## src/core/ufsc_pkg.sv

```systemverilog
package ufsc_pkg;
  localparam logic [7:0] OFS_MODE = 8'h00;
  localparam logic [7:0] OFS_STA = 8'h04;
  localparam logic [7:0] OFS_TXD = 8'h08;
  localparam logic [7:0] OFS_RXD = 8'h0C;
  localparam logic [7:0] OFS_BRG = 8'h10;
  localparam logic [31:0] MODE_WMASK = 32'h0000903F;
  localparam logic [31:0] STA_WMASK = 32'hFFFFFCE0;
  localparam logic [31:0] REG_RST = 32'h00000000;
  localparam logic [15:0] BRG_RST = 16'h0019;
  localparam int P_ON = 15;
  localparam int P_IR = 12;
  localparam int P_ARM = 5;
  localparam int P_RXPOL = 4;
  localparam int P_FAST = 3;
  localparam int P_FMT = 1;
  localparam int P_STOP = 0;
  localparam int P_MASK = 24;
  localparam int P_ADR = 16;
  localparam int P_TXLVL = 14;
  localparam int P_TXPOL = 13;
  localparam int P_RXON = 12;
  localparam int P_BRK = 11;
  localparam int P_TXON = 10;
  localparam int P_TXFULL = 9;
  localparam int P_TXIDLE = 8;
  localparam int P_RXLVL = 6;
  localparam int P_ADET = 5;
  localparam int P_RXIDLE = 4;
  localparam int P_PAR = 3;
  localparam int P_FRM = 2;
  localparam int P_OVR = 1;
  localparam int P_HAS = 0;
  typedef enum logic [1:0] {
    FMT_8N = 2'h0,
    FMT_8E = 2'h1,
    FMT_8O = 2'h2,
    FMT_9N = 2'h3
  } ufsc_fmt_t;
  localparam logic [1:0] LVL_ANY = 2'h0;
  localparam logic [1:0] LVL_MID = 2'h1;
  localparam logic [1:0] LVL_HI = 2'h2;
  localparam int OVS_FAST = 4;
  localparam int OVS_STD = 16;
  localparam logic [3:0] DATA8 = 4'h8;
  localparam logic [3:0] FRAME8 = 4'hA;
  localparam logic [3:0] BRK_BITS = 4'hE;
  localparam int AB_SHIFT_FAST = 5;
  localparam int AB_SHIFT_STD = 7;
  localparam logic [2:0] AB_EDGES = 3'h4;
  localparam logic [1:0] RESP_OK = 2'h0;
  localparam logic [1:0] RESP_ERR = 2'h2;
endpackage

```

## src/core/ufsc_tx_if.sv

```systemverilog
`timescale 1ns/1ps
`default_nettype none
interface ufsc_tx_if;
  logic tick;
  logic fast;
  logic on;
  logic stop2;
  logic irOn;
  logic pol;
  logic brk;
  logic brkDone;
  logic vld;
  logic rdy;
  logic busy;
  logic pin;
  ufsc_pkg::ufsc_fmt_t fmt;
  logic [8:0] data;
  modport core (
    output tick, fast, on, stop2, irOn, pol, brk, vld, data, fmt,
    input brkDone, rdy, busy, pin
  );
  modport shifter (
    input tick, fast, on, stop2, irOn, pol, brk, vld, data, fmt,
    output brkDone, rdy, busy, pin
  );
endinterface
`default_nettype wire

```

## src/core/ufsc_tx.sv

```systemverilog
`timescale 1ns/1ps
`default_nettype none
module ufsc_tx (
  input wire logic clk_sys,
  input wire logic rst_n,
  ufsc_tx_if.shifter tx
);
  import ufsc_pkg::*;
  logic [13:0] sh_r;
  logic [3:0] left_r;
  logic [3:0] ph_r;
  logic busy_r;
  logic brk_r;
  logic done_r;
  logic pin_r;
  logic [3:0] bitLast;
  logic [3:0] irLast;
  logic [3:0] len;
  logic [13:0] frame;
  logic par;
  logic lineBit;
  logic irPulse;

  always_comb begin
    bitLast = tx.fast ? 4'(OVS_FAST - 1) : 4'(OVS_STD - 1);
    irLast = tx.fast ? 4'(OVS_FAST / 4) : 4'(OVS_STD / 4);
    par = (^tx.data[7:0]) ^ (tx.fmt == FMT_8O);
    case (tx.fmt)
      FMT_9N: frame = {4'hF, tx.data, 1'b0};
      FMT_8E, FMT_8O: frame = {4'hF, par, tx.data[7:0], 1'b0};
      default: frame = {5'h1F, tx.data[7:0], 1'b0};
    endcase
    len = ((tx.fmt == FMT_8N) ? FRAME8 : FRAME8 + 4'h1) + 4'(tx.stop2);
    lineBit = (tx.on && busy_r) ? sh_r[0] : 1'b1;
    irPulse = !lineBit && (ph_r < irLast);
  end

  // a pending break holds off new data so the break frame goes first
  assign tx.rdy = tx.on && !busy_r && !tx.brk;
  assign tx.busy = busy_r;
  assign tx.brkDone = done_r;
  assign tx.pin = pin_r;

  always_ff @(posedge clk_sys or negedge rst_n) begin
    if (!rst_n) begin
      sh_r <= 14'h3FFF;
      left_r <= 4'h0;
      ph_r <= 4'h0;
      busy_r <= 1'b0;
      brk_r <= 1'b0;
      done_r <= 1'b0;
    end else begin
      done_r <= 1'b0;
      if (!tx.on) begin
        busy_r <= 1'b0;
      end else if (!busy_r) begin
        ph_r <= 4'h0;
        // the request bit falls a cycle after the break ends; done_r stops a repeat
        if (tx.brk && !done_r) begin
          sh_r <= {1'b1, 13'h0000};
          left_r <= BRK_BITS;
          brk_r <= 1'b1;
          busy_r <= 1'b1;
        end else if (tx.vld && tx.rdy) begin
          sh_r <= frame;
          left_r <= len;
          brk_r <= 1'b0;
          busy_r <= 1'b1;
        end
      end else if (tx.tick) begin
        if (ph_r == bitLast) begin
          ph_r <= 4'h0;
          sh_r <= {1'b1, sh_r[13:1]};
          left_r <= left_r - 4'h1;
          if (left_r == 4'h1) begin
            busy_r <= 1'b0;
            done_r <= brk_r;
          end
        end else begin
          ph_r <= ph_r + 4'h1;
        end
      end
    end
  end

  always_ff @(posedge clk_sys or negedge rst_n) begin
    if (!rst_n) begin
      pin_r <= 1'b1;
    end else if (tx.irOn) begin
      pin_r <= irPulse ^ tx.pol;
    end else begin
      pin_r <= lineBit ^ tx.pol;
    end
  end
endmodule
`default_nettype wire

```

## src/core/ufsc_top.sv

```systemverilog
// Notes on behaviour
// - armed auto-rate measures sync char, then disarms
// - receive polarity bit picks idle level
// - oversample four times fast, sixteen standard
// - format field picks data bits and parity
// - stop count bit gives one or two
// - mask byte selects compared address bits
// - address byte is the match value
// - transmit level code picks flag condition
// - plain line idles low when inverted
// - encoded line idles high when inverted
// - receiver off ignores input pin
// - break sends start, twelve zeros, stop
// - transmitter off aborts and empties buffer
// - full flag shows transmit buffer full
// - idle flag needs shifter and buffer empty
// - receive level code picks flag condition
// - overrun sticky, clearing empties receive path
// - address mode only with nine-bit format
//
// Implementation choices: the register offsets and the AXI4-Lite interface to the registers.
`timescale 1ns/1ps
`default_nettype none
module ufsc_top #(
  parameter int RX_DEPTH = 4,
  parameter int TX_DEPTH = 4
) (
  input wire logic clk_sys,
  input wire logic rst_n,
  input wire logic [7:0] s_axi_awaddr,
  input wire logic s_axi_awvalid,
  output logic s_axi_awready,
  input wire logic [31:0] s_axi_wdata,
  input wire logic [3:0] s_axi_wstrb,
  input wire logic s_axi_wvalid,
  output logic s_axi_wready,
  output logic [1:0] s_axi_bresp,
  output logic s_axi_bvalid,
  input wire logic s_axi_bready,
  input wire logic [7:0] s_axi_araddr,
  input wire logic s_axi_arvalid,
  output logic s_axi_arready,
  output logic [31:0] s_axi_rdata,
  output logic [1:0] s_axi_rresp,
  output logic s_axi_rvalid,
  input wire logic s_axi_rready,
  input wire logic serialInPin,
  output logic serialOutPin,
  output logic serialOutEn,
  output logic txLevelHit,
  output logic rxLevelHit
);
  import ufsc_pkg::*;
  localparam int RXA = $clog2(RX_DEPTH);
  localparam int TXA = $clog2(TX_DEPTH);
  typedef enum logic [2:0] {RX_IDLE, RX_START, RX_BITS, RX_STOP, RX_SYNC} ufsc_rxst_t;

  function automatic logic [31:0] mergeStrb(input logic [31:0] o, input logic [31:0] n,
                                            input logic [3:0] s);
    logic [31:0] r;
    r = o;
    for (int i = 0; i < 4; i++) begin
      if (s[i]) r[i*8 +: 8] = n[i*8 +: 8];
    end
    return r;
  endfunction

  function automatic int bump(input int p, input int d);
    return (p == d - 1) ? 0 : p + 1;
  endfunction

  ufsc_tx_if tx ();
  logic [31:0] mode_r;
  logic [31:0] ctl_r;
  logic [15:0] brg_r;
  logic [15:0] brgCnt_r;
  logic tick_r;
  logic overrun_fault_flag_r;
  logic awRdy_r, wRdy_r, awHeld_r, wHeld_r, bVld_r, arRdy_r, rVld_r;
  logic [1:0] bResp_r, rResp_r;
  logic [7:0] awAdr_r;
  logic [31:0] wDat_r, rDat_r;
  logic [3:0] wStb_r;
  logic txLvl_r, rxLvl_r, outEn_r;
  ufsc_rxst_t rxSt_r;
  logic [3:0] rxPh_r, rxIdx_r;
  logic [8:0] rxSh_r;
  logic lineQ_r, rxPush_r, acc_r, abDone_r;
  logic [10:0] rxWord_r;
  logic [23:0] abCnt_r;
  logic [2:0] abEdge_r;
  logic [15:0] abBrg_r;
  logic [10:0] rxMem_r [RX_DEPTH];
  logic [RXA-1:0] rxWr_r, rxRd_r;
  logic [RXA:0] rxCnt_r;
  logic [8:0] txMem_r [TX_DEPTH];
  logic [TXA-1:0] txWr_r, txRd_r;
  logic [TXA:0] txCnt_r;

  ufsc_fmt_t fmt;
  logic on, fast, rxOn, txOn, adet, line;
  logic doWr, wMode, wSta, wTxd, wBrg, wHit, arHs, rxPop, rxFull, rxFlush, oerrClr;
  logic txPush, txPop, txFull, txIdle, rdHit;
  logic [31:0] staRd, staW, rdv;
  logic [10:0] rxHead;
  logic [3:0] bitLast, halfLast, nBits;
  logic [8:0] dOut;
  logic [23:0] abq;
  logic parity_fault_flag, isAdr, match;

  assign fmt = ufsc_fmt_t'(mode_r[P_FMT +: 2]);
  assign on = mode_r[P_ON];
  assign fast = mode_r[P_FAST];
  assign rxOn = on && ctl_r[P_RXON];
  assign txOn = on && ctl_r[P_TXON];
  assign adet = ctl_r[P_ADET] && (fmt == FMT_9N);
  assign line = rxOn ? (serialInPin ^ mode_r[P_RXPOL]) : 1'b1;

  assign doWr = awHeld_r && wHeld_r && !bVld_r;
  assign wMode = doWr && (awAdr_r == OFS_MODE);
  assign wSta = doWr && (awAdr_r == OFS_STA);
  assign wTxd = doWr && (awAdr_r == OFS_TXD);
  assign wBrg = doWr && (awAdr_r == OFS_BRG);
  assign wHit = wMode || wSta || wTxd || wBrg || (awAdr_r == OFS_RXD);
  assign arHs = s_axi_arvalid && arRdy_r;
  assign rxPop = arHs && (s_axi_araddr == OFS_RXD) && (rxCnt_r != '0);
  assign rxFull = (int'(rxCnt_r) == RX_DEPTH);
  assign staW = mergeStrb(staRd, wDat_r, wStb_r);
  assign oerrClr = wSta && overrun_fault_flag_r && !staW[P_OVR];
  // a new overrun in the same cycle keeps the flag and the buffer contents
  assign rxFlush = oerrClr && !(rxPush_r && rxFull);
  assign txFull = (int'(txCnt_r) == TX_DEPTH);
  assign txIdle = (txCnt_r == '0) && !tx.busy;
  assign txPush = wTxd && ctl_r[P_TXON] && !txFull;
  assign txPop = tx.vld && tx.rdy;
  assign rxHead = rxMem_r[rxRd_r];

  always_comb begin
    staRd = ctl_r;
    staRd[P_TXFULL] = txFull;
    staRd[P_TXIDLE] = txIdle;
    staRd[P_RXIDLE] = (rxSt_r == RX_IDLE);
    staRd[P_PAR] = (rxCnt_r != '0) && rxHead[9];
    staRd[P_FRM] = (rxCnt_r != '0) && rxHead[10];
    staRd[P_OVR] = overrun_fault_flag_r;
    staRd[P_HAS] = (rxCnt_r != '0);
    rdHit = 1'b1;
    case (s_axi_araddr)
      OFS_MODE: rdv = mode_r;
      OFS_STA: rdv = staRd;
      OFS_TXD: rdv = REG_RST;
      OFS_RXD: rdv = {23'h000000, rxHead[8:0]};
      OFS_BRG: rdv = {16'h0000, brg_r};
      default: begin
        rdv = REG_RST;
        rdHit = 1'b0;
      end
    endcase
  end

  assign s_axi_awready = awRdy_r;
  assign s_axi_wready = wRdy_r;
  assign s_axi_bvalid = bVld_r;
  assign s_axi_bresp = bResp_r;
  assign s_axi_arready = arRdy_r;
  assign s_axi_rvalid = rVld_r;
  assign s_axi_rdata = rDat_r;
  assign s_axi_rresp = rResp_r;

  always_ff @(posedge clk_sys or negedge rst_n) begin
    if (!rst_n) begin
      awRdy_r <= 1'b1;
      wRdy_r <= 1'b1;
      awHeld_r <= 1'b0;
      wHeld_r <= 1'b0;
      bVld_r <= 1'b0;
      bResp_r <= RESP_OK;
      awAdr_r <= 8'h00;
      wDat_r <= REG_RST;
      wStb_r <= 4'h0;
    end else begin
      if (s_axi_awvalid && awRdy_r) begin
        awHeld_r <= 1'b1;
        awAdr_r <= s_axi_awaddr;
        awRdy_r <= 1'b0;
      end
      if (s_axi_wvalid && wRdy_r) begin
        wHeld_r <= 1'b1;
        wDat_r <= s_axi_wdata;
        wStb_r <= s_axi_wstrb;
        wRdy_r <= 1'b0;
      end
      if (doWr) begin
        awHeld_r <= 1'b0;
        wHeld_r <= 1'b0;
        bVld_r <= 1'b1;
        bResp_r <= wHit ? RESP_OK : RESP_ERR;
      end
      if (bVld_r && s_axi_bready) begin
        bVld_r <= 1'b0;
        awRdy_r <= 1'b1;
        wRdy_r <= 1'b1;
      end
    end
  end

  always_ff @(posedge clk_sys or negedge rst_n) begin
    if (!rst_n) begin
      arRdy_r <= 1'b1;
      rVld_r <= 1'b0;
      rDat_r <= REG_RST;
      rResp_r <= RESP_OK;
    end else if (arHs) begin
      arRdy_r <= 1'b0;
      rVld_r <= 1'b1;
      rDat_r <= rdv;
      rResp_r <= rdHit ? RESP_OK : RESP_ERR;
    end else if (rVld_r && s_axi_rready) begin
      rVld_r <= 1'b0;
      arRdy_r <= 1'b1;
    end
  end

  // software writes win over the hardware clears of arm and break
  always_ff @(posedge clk_sys or negedge rst_n) begin
    if (!rst_n) begin
      mode_r <= REG_RST;
      ctl_r <= REG_RST;
      brg_r <= BRG_RST;
    end else begin
      if (wMode) begin
        mode_r <= mergeStrb(mode_r, wDat_r, wStb_r) & MODE_WMASK;
      end else if (abDone_r) begin
        mode_r[P_ARM] <= 1'b0;
      end
      if (wSta) begin
        ctl_r <= staW & STA_WMASK;
      end else if (tx.brkDone) begin
        ctl_r[P_BRK] <= 1'b0;
      end
      if (wBrg) begin
        brg_r <= 16'(mergeStrb({16'h0000, brg_r}, wDat_r, wStb_r));
      end else if (abDone_r) begin
        brg_r <= abBrg_r;
      end
    end
  end

  always_ff @(posedge clk_sys or negedge rst_n) begin
    if (!rst_n) begin
      overrun_fault_flag_r <= 1'b0;
    end else if (rxPush_r && rxFull) begin
      overrun_fault_flag_r <= 1'b1;
    end else if (oerrClr) begin
      overrun_fault_flag_r <= 1'b0;
    end
  end

  always_ff @(posedge clk_sys or negedge rst_n) begin
    if (!rst_n) begin
      brgCnt_r <= 16'h0000;
      tick_r <= 1'b0;
    end else if (!on || brgCnt_r == brg_r) begin
      brgCnt_r <= 16'h0000;
      tick_r <= on;
    end else begin
      brgCnt_r <= brgCnt_r + 16'h0001;
      tick_r <= 1'b0;
    end
  end

  always_comb begin
    bitLast = fast ? 4'(OVS_FAST - 1) : 4'(OVS_STD - 1);
    halfLast = fast ? 4'(OVS_FAST / 2 - 1) : 4'(OVS_STD / 2 - 1);
    nBits = (fmt == FMT_8N) ? DATA8 : DATA8 + 4'h1;
    case (fmt)
      FMT_9N: dOut = rxSh_r;
      FMT_8N: dOut = {1'b0, rxSh_r[8:1]};
      default: dOut = {1'b0, rxSh_r[7:0]};
    endcase
    parity_fault_flag = (fmt inside {FMT_8E, FMT_8O}) && ((^rxSh_r) ^ (fmt == FMT_8O));
    isAdr = adet && dOut[8];
    match = ((dOut[7:0] ^ ctl_r[P_ADR +: 8]) & ctl_r[P_MASK +: 8]) == 8'h00;
    abq = abCnt_r >> (fast ? AB_SHIFT_FAST : AB_SHIFT_STD);
  end

  // only the first stop bit is checked; a second one just reads as idle line
  always_ff @(posedge clk_sys or negedge rst_n) begin
    if (!rst_n) begin
      rxSt_r <= RX_IDLE;
      rxPh_r <= 4'h0;
      rxIdx_r <= 4'h0;
      rxSh_r <= 9'h000;
      lineQ_r <= 1'b1;
      rxPush_r <= 1'b0;
      rxWord_r <= 11'h000;
      acc_r <= 1'b0;
      abCnt_r <= 24'h000000;
      abEdge_r <= 3'h0;
      abDone_r <= 1'b0;
      abBrg_r <= BRG_RST;
    end else begin
      rxPush_r <= 1'b0;
      abDone_r <= 1'b0;
      lineQ_r <= line;
      if (!rxOn || rxFlush) begin
        rxSt_r <= RX_IDLE;
      end else begin
        case (rxSt_r)
          RX_IDLE: if (!line) begin
            rxPh_r <= 4'h0;
            rxIdx_r <= 4'h0;
            abCnt_r <= 24'h000000;
            abEdge_r <= 3'h0;
            rxSt_r <= mode_r[P_ARM] ? RX_SYNC : RX_START;
          end
          RX_START: if (tick_r) begin
            if (rxPh_r == halfLast) begin
              rxPh_r <= 4'h0;
              rxSt_r <= line ? RX_IDLE : RX_BITS;
            end else begin
              rxPh_r <= rxPh_r + 4'h1;
            end
          end
          RX_BITS: if (tick_r) begin
            if (rxPh_r == bitLast) begin
              rxPh_r <= 4'h0;
              rxSh_r <= {line, rxSh_r[8:1]};
              rxIdx_r <= rxIdx_r + 4'h1;
              if (rxIdx_r == nBits - 4'h1) rxSt_r <= RX_STOP;
            end else begin
              rxPh_r <= rxPh_r + 4'h1;
            end
          end
          RX_STOP: if (tick_r) begin
            if (rxPh_r == bitLast) begin
              rxSt_r <= RX_IDLE;
              rxWord_r <= {!line, parity_fault_flag, dOut};
              if (isAdr) begin
                acc_r <= match;
                rxPush_r <= match;
              end else begin
                rxPush_r <= !adet || acc_r;
              end
            end else begin
              rxPh_r <= rxPh_r + 4'h1;
            end
          end
          RX_SYNC: begin
            // counting stops at the fourth falling edge, eight bit times after the start
            if (abEdge_r != AB_EDGES) begin
              abCnt_r <= abCnt_r + 24'h000001;
              if (lineQ_r && !line) abEdge_r <= abEdge_r + 3'h1;
            end
            if (line && !lineQ_r && abEdge_r == AB_EDGES) begin
              abDone_r <= 1'b1;
              abBrg_r <= abq[15:0] - 16'h0001;
              rxSt_r <= RX_IDLE;
            end
          end
          default: rxSt_r <= RX_IDLE;
        endcase
      end
    end
  end

  always_ff @(posedge clk_sys) begin
    if (rxPush_r && !rxFull) rxMem_r[rxWr_r] <= rxWord_r;
    if (txPush) txMem_r[txWr_r] <= wDat_r[8:0];
  end

  always_ff @(posedge clk_sys or negedge rst_n) begin
    if (!rst_n) begin
      rxWr_r <= '0;
      rxRd_r <= '0;
      rxCnt_r <= '0;
    end else if (rxFlush) begin
      rxWr_r <= '0;
      rxRd_r <= '0;
      rxCnt_r <= '0;
    end else begin
      if (rxPush_r && !rxFull) rxWr_r <= RXA'(bump(int'(rxWr_r), RX_DEPTH));
      if (rxPop) rxRd_r <= RXA'(bump(int'(rxRd_r), RX_DEPTH));
      rxCnt_r <= rxCnt_r + (RXA+1)'(rxPush_r && !rxFull) - (RXA+1)'(rxPop);
    end
  end

  always_ff @(posedge clk_sys or negedge rst_n) begin
    if (!rst_n) begin
      txWr_r <= '0;
      txRd_r <= '0;
      txCnt_r <= '0;
    end else if (!ctl_r[P_TXON]) begin
      txWr_r <= '0;
      txRd_r <= '0;
      txCnt_r <= '0;
    end else begin
      if (txPush) txWr_r <= TXA'(bump(int'(txWr_r), TX_DEPTH));
      if (txPop) txRd_r <= TXA'(bump(int'(txRd_r), TX_DEPTH));
      txCnt_r <= txCnt_r + (TXA+1)'(txPush) - (TXA+1)'(txPop);
    end
  end

  always_ff @(posedge clk_sys or negedge rst_n) begin
    if (!rst_n) begin
      txLvl_r <= 1'b0;
      rxLvl_r <= 1'b0;
      outEn_r <= 1'b0;
    end else begin
      outEn_r <= txOn;
      case (ctl_r[P_TXLVL +: 2])
        LVL_HI: txLvl_r <= (txCnt_r == '0);
        LVL_MID: txLvl_r <= txIdle;
        LVL_ANY: txLvl_r <= !txFull;
        default: txLvl_r <= 1'b0;
      endcase
      case (ctl_r[P_RXLVL +: 2])
        LVL_HI: rxLvl_r <= int'(rxCnt_r) * 4 >= RX_DEPTH * 3;
        LVL_MID: rxLvl_r <= int'(rxCnt_r) * 2 >= RX_DEPTH;
        LVL_ANY: rxLvl_r <= (rxCnt_r != '0);
        default: rxLvl_r <= 1'b0;
      endcase
    end
  end

  assign tx.tick = tick_r;
  assign tx.fast = fast;
  assign tx.on = txOn;
  assign tx.stop2 = mode_r[P_STOP];
  assign tx.irOn = mode_r[P_IR];
  assign tx.pol = ctl_r[P_TXPOL];
  assign tx.brk = ctl_r[P_BRK];
  assign tx.fmt = fmt;
  assign tx.vld = (txCnt_r != '0);
  assign tx.data = txMem_r[txRd_r];
  assign serialOutPin = tx.pin;
  assign serialOutEn = outEn_r;
  assign txLevelHit = txLvl_r;
  assign rxLevelHit = rxLvl_r;

  ufsc_tx u_tx (
    .clk_sys(clk_sys),
    .rst_n(rst_n),
    .tx(tx)
  );
endmodule
`default_nettype wire

```

## config.mk

```make
export PLATFORM = sky130hd
export DESIGN_NAME = ufsc_top
export DESIGN_NICKNAME = d
export VERILOG_FILES = /design/src/core/ufsc_pkg.sv /design/src/core/ufsc_tx_if.sv /design/src/core/ufsc_tx.sv /design/src/core/ufsc_top.sv
export SDC_FILE = /design/constraint.sdc
export NUM_CORES = 1
export LEC_CHECK = 0
export BUFFER_PORTS_ARGS = -buffer_cell sky130_fd_sc_hd__buf_2
export CELL_PAD_IN_SITES_DETAIL_PLACEMENT = 1
export CELL_PAD_IN_SITES_GLOBAL_PLACEMENT = 2
export CORE_MARGIN = 2
export CORE_UTILIZATION = 30
export CTS_CLUSTER_SIZE = 24
export DETAILED_ROUTE_END_ITERATION = 12
export GPL_ROUTABILITY_DRIVEN = 0
export HOLD_SLACK_MARGIN = 0.1
export MAX_ROUTING_LAYER = met4
export PLACE_DENSITY = 0.62
export REMOVE_ABC_BUFFERS = 1
export SYNTH_ARGS = -nofsm -noshare
export SYNTH_HDL_FRONTEND = slang
export SYNTH_HIERARCHICAL = 1
export SYNTH_SLANG_ARGS = --single-unit
```

## constraint.sdc

```tcl
create_clock -name clk_sys -period 6.3 [get_ports clk_sys]
set_input_delay 0.315 -clock clk_sys [delete_from_list [all_inputs] [get_ports clk_sys]]
set_output_delay 0.315 -clock clk_sys [all_outputs]
set_load 0.03 [all_outputs]
```

==> reports/results.tsv <==
stage	metric	value	unit
logic_synthesis	Yosys reg bits	351	
final_layout	most frequent cells in the layout	247 x dfrtp_1, 129 x nor2_1, 128 x nand2_1, 101 x buf_2, 93 x mux2_2	
placed_design	placed insts	2165	
logic_synthesis	synth top area cells	dfrtp_1 38%, edfxtp_1 15%, mux2_2 6.4%	
critical_path	CP max FO	8	
pwr	Int Power	4.294	mW
die	total core area	0.05403	mm²
clock_tree	H-Tree Depth	2	
sta	worst slew pin tran	1.128	ns
sta	Max Clock Freq	304.1	MHz
worst_hold_path	worst hold start	s_axi_araddr[3]	
pwr	net switching power	1.631	mW
sta	Worst slew margin	24.62	%
logic_synthesis	Mapped Cells	1420	
global_routing	GRT overflow	0	
detailed_routing	drt pass-1 iters	4	
critical_path	Reg-to-Reg Start	mode_r[1]	
die	Starting Density	30.50	%
final_layout	nets@finish	1665	
sta	final worst path period share	52.20	%
detailed_routing	DRT iter0 DRCs	523	
logic_synthesis	synth unique cells	80	
clock_tree	clk_lat worst skew	0.56	ns
detailed_routing	DRC viols	0	
critical_path	R2R Path End	rxPush_r	
die	IO Count	105	
clock_tree	clock buffer depth	3	
pwr	Flop pwr share	48.8	%
pwr	Max VDD drop	0.1501	mV
sta	min cycle time layout	3.288	ns
logic_synthesis	Syn Std Cell Area	0.01648	mm²
sta	max-slew violation count	0	
logic_synthesis	cell taking the most area after synthesis	dfrtp_1	
outcome	status	finished, final reports clean	
detailed_routing	vias per cell	4.954	
run	max_cap viols	0	
logic_synthesis	YS warnings	6	
final_layout	Core Util, Final	36.21	%
sta	RSZ-0062 raised after global routing	no	
critical_path	R2R Setup Slk	3.01	ns
worst_hold_path	Hold Crit Class	primary input to register	
logic_synthesis	Avg Cell Area, Syn	11.61	µm²
global_routing	vias in the first global route	12210	
placed_design	# port buffers	102	
die	num rows	85	
global_routing	initial antenna violation count	0	
clock_tree	clock net sink count	351	
detailed_routing	post-route ant nets	0	
critical_path	CP startpoint kind	register	
detailed_routing	WL final	46690	µm
clock_tree	Num CTS Buffers	42	
pwr	Cell Pwr Density	302.9	mW/mm²
clock_tree	post-CTS setup buffer count	0	
critical_path	crit end category	register	
final_layout	most common cell after layout, fill and taps aside	dfrtp_1	
pwr	clock group share of total power	39.7	%
pwr	Leakage Power	8.422	nW
pwr	Sw Ratio	27.53	%
sta	final setup vio count	0	
global_routing	GRT Resource Usage Total	17.31	%
die	Die Span X	238.4	µm
final_layout	ant diodes	0	
die	die height	238.4	µm
logic_synthesis	share of flip-flops with an asynchronous set or reset	77.21	%
critical_path	WP data required	6.78	ns
clock_tree	Root Driver	clkbuf_16	
final_layout	non-filler cells, final	2298	
clock_tree	CTS resizes	0	
detailed_routing	Via Count	11390	
clock_tree	CTS tree	built	
critical_path	Worst EP arrival	3.77	ns
critical_path	WS Path Type	register to register	
global_routing	largest net degree at the start of global routing	160	
logic_synthesis	number of enable flip-flop cells after synthesis	80	
sta	Hold WS	0.3084	ns
final_layout	share of post-route cells with drive strength above 1	20.72	%
critical_path	FF-to-FF path depth	8	
global_routing	first-pass GRT wire length	73570	µm
sta	Clock Skews	0.01556	ns
pwr	Combinational Power Share	11.5	%
logic_synthesis	post-synth top area share	37.51	%
final_layout	area growth from synthesis to layout	18.70	%
sta	final hold viol count	0	
worst_hold_path	worst hold endpoint	s_axi_rdata[3]	
clock_tree	Worst-path clk slew	0.06	ns
detailed_routing	DR WL/cell	20.32	µm
sta	final setup TNS	0	ns
die	die footprint	0.05682	mm²
logic_synthesis	Top FF cell, synth	dfrtp_1	
placed_design	Post-DP HPWL	32890	µm
logic_synthesis	post-synthesis sequential area ratio	55.91	%
worst_hold_path	Hold Path Stages	4	
-- sequential cells by signal, indices dropped and copies added, names as in the netlist, 8 cells and up --
register and flops:
wDat_r 32, abBrg_r 16, abCnt_r 23, rxMem_r 44
ctl_r 25, rxWord_r 11, txMem_r 36, brg_r 16
mode_r 8, rxSh_r 9, s_axi_rdata 32, brgCnt_r 16
awAdr_r 8, u_tx/sh_r 13
-- power groups by stage --
stage / Sequential, mW / Clock (mW) / Combinational [mW]
6_report: 2.89 / 2.35 / 0.682
5_1_grt: 2.93 / 2.51 / 0.764
4_1_cts: 2.90 / 2.43 / 0.698
3_5_place_dp: 2.93 / 0 / 0.660
3_3_place_gp: 2.92 / 0 / 0.642
2_1_floorplan: 2.83 / 0 / 0.406
-- layout make-up --
class / instances / area (µm²)
clock buffer: 58 / 1205
clock inverter: 20 / 122.6
fill: 5913 / 34470
inverter: 57 / 214.0
multi-input combinational: 947 / 6761
sequential: 351 / 9214
tap: 696 / 870.8
timing repair buffer: 169 / 1174
-- how the worst max path moves through the flow --
stage	start	to	slack, ns	cells after the start
global placement	mode_r[1]	rxPush_r	3.00	8
floorplan	mode_r[3]	rxWord_r[10]	2.96	4
detailed placement	mode_r[1]	rxPush_r	2.93	8
finish	mode_r[1]	rxPush_r	3.01	8
global route	mode_r[1]	acc_r	2.74	8
CTS	mode_r[1]	rxPush_r	2.92	8
-- Yosys cell counts (33+ instances only) --
cell / n
a21oi_1: 42
clkbuf_1: 42
dfrtp_1: 247
edfxtp_1: 80
ha_1: 35
inv_1: 56
mux2_2: 93
nand2_1: 129
nand3_1: 50
nor2_1: 129
o21ai_0: 55
xnor2_1: 33
xor2_1: 49
-- critical path, stage by stage, from the launching register on --
cell and delay [ns]:
dfrtp_1 0.61, inv_1 0.12, ha_1 0.35, nor2b_1 0.47
a22oi_1 0.28, xnor2_1 0.17, a2111oi_0 0.86, a31oi_1 0.16
nor2b_1 0.17
-- layer usage --
| layer | GRT usage (%) | part of all wire (%) | up-vias | wire, µm |
|---|---|---|---|---|
| met4 | 4.867 | 2.2 | 0 | 1049 |
| met3 | 2.302 | 2.8 | 59 | 1324 |
| met1 | 22.22 | 46 | 5809 | 21300 |
| li1 | - | - | 5379 | - |
| met5 | - | 0 | - | 0 |
| met2 | 28.74 | 49 | 138 | 23020 |
-- stage by stage --
step	setup WS, ns	instance area (µm²)	power, mW
6_report	3.012	19560	5.925
5_1_grt	2.735	19560	6.204
4_1_cts	2.916	19560	6.022
3_5_place_dp	2.934	17680	3.595
3_3_place_gp	2.997	17680	3.567
2_1_floorplan	2.964	16180	3.241
-- cell families after synthesis --
logic type	after synthesis	share of synthesized area, %
AO/OA/AOI/OAI	223	9.050
XOR/XNOR	83	4.495
adder cells (fa/ha/maj)	37	2.900
buffers and inverters	123	3.128
flip-flops	351	55.91
multiplexers	136	10.49
other	1	0.02276
AND/OR/NAND/NOR	466	14.01
-- timing repair --
item                       CTS  global route
hold endpoints to repair   145             0
hold buffers                55             0
setup endpoints to repair    0             0
No activity file was read; power rests on OpenSTA's default activity.
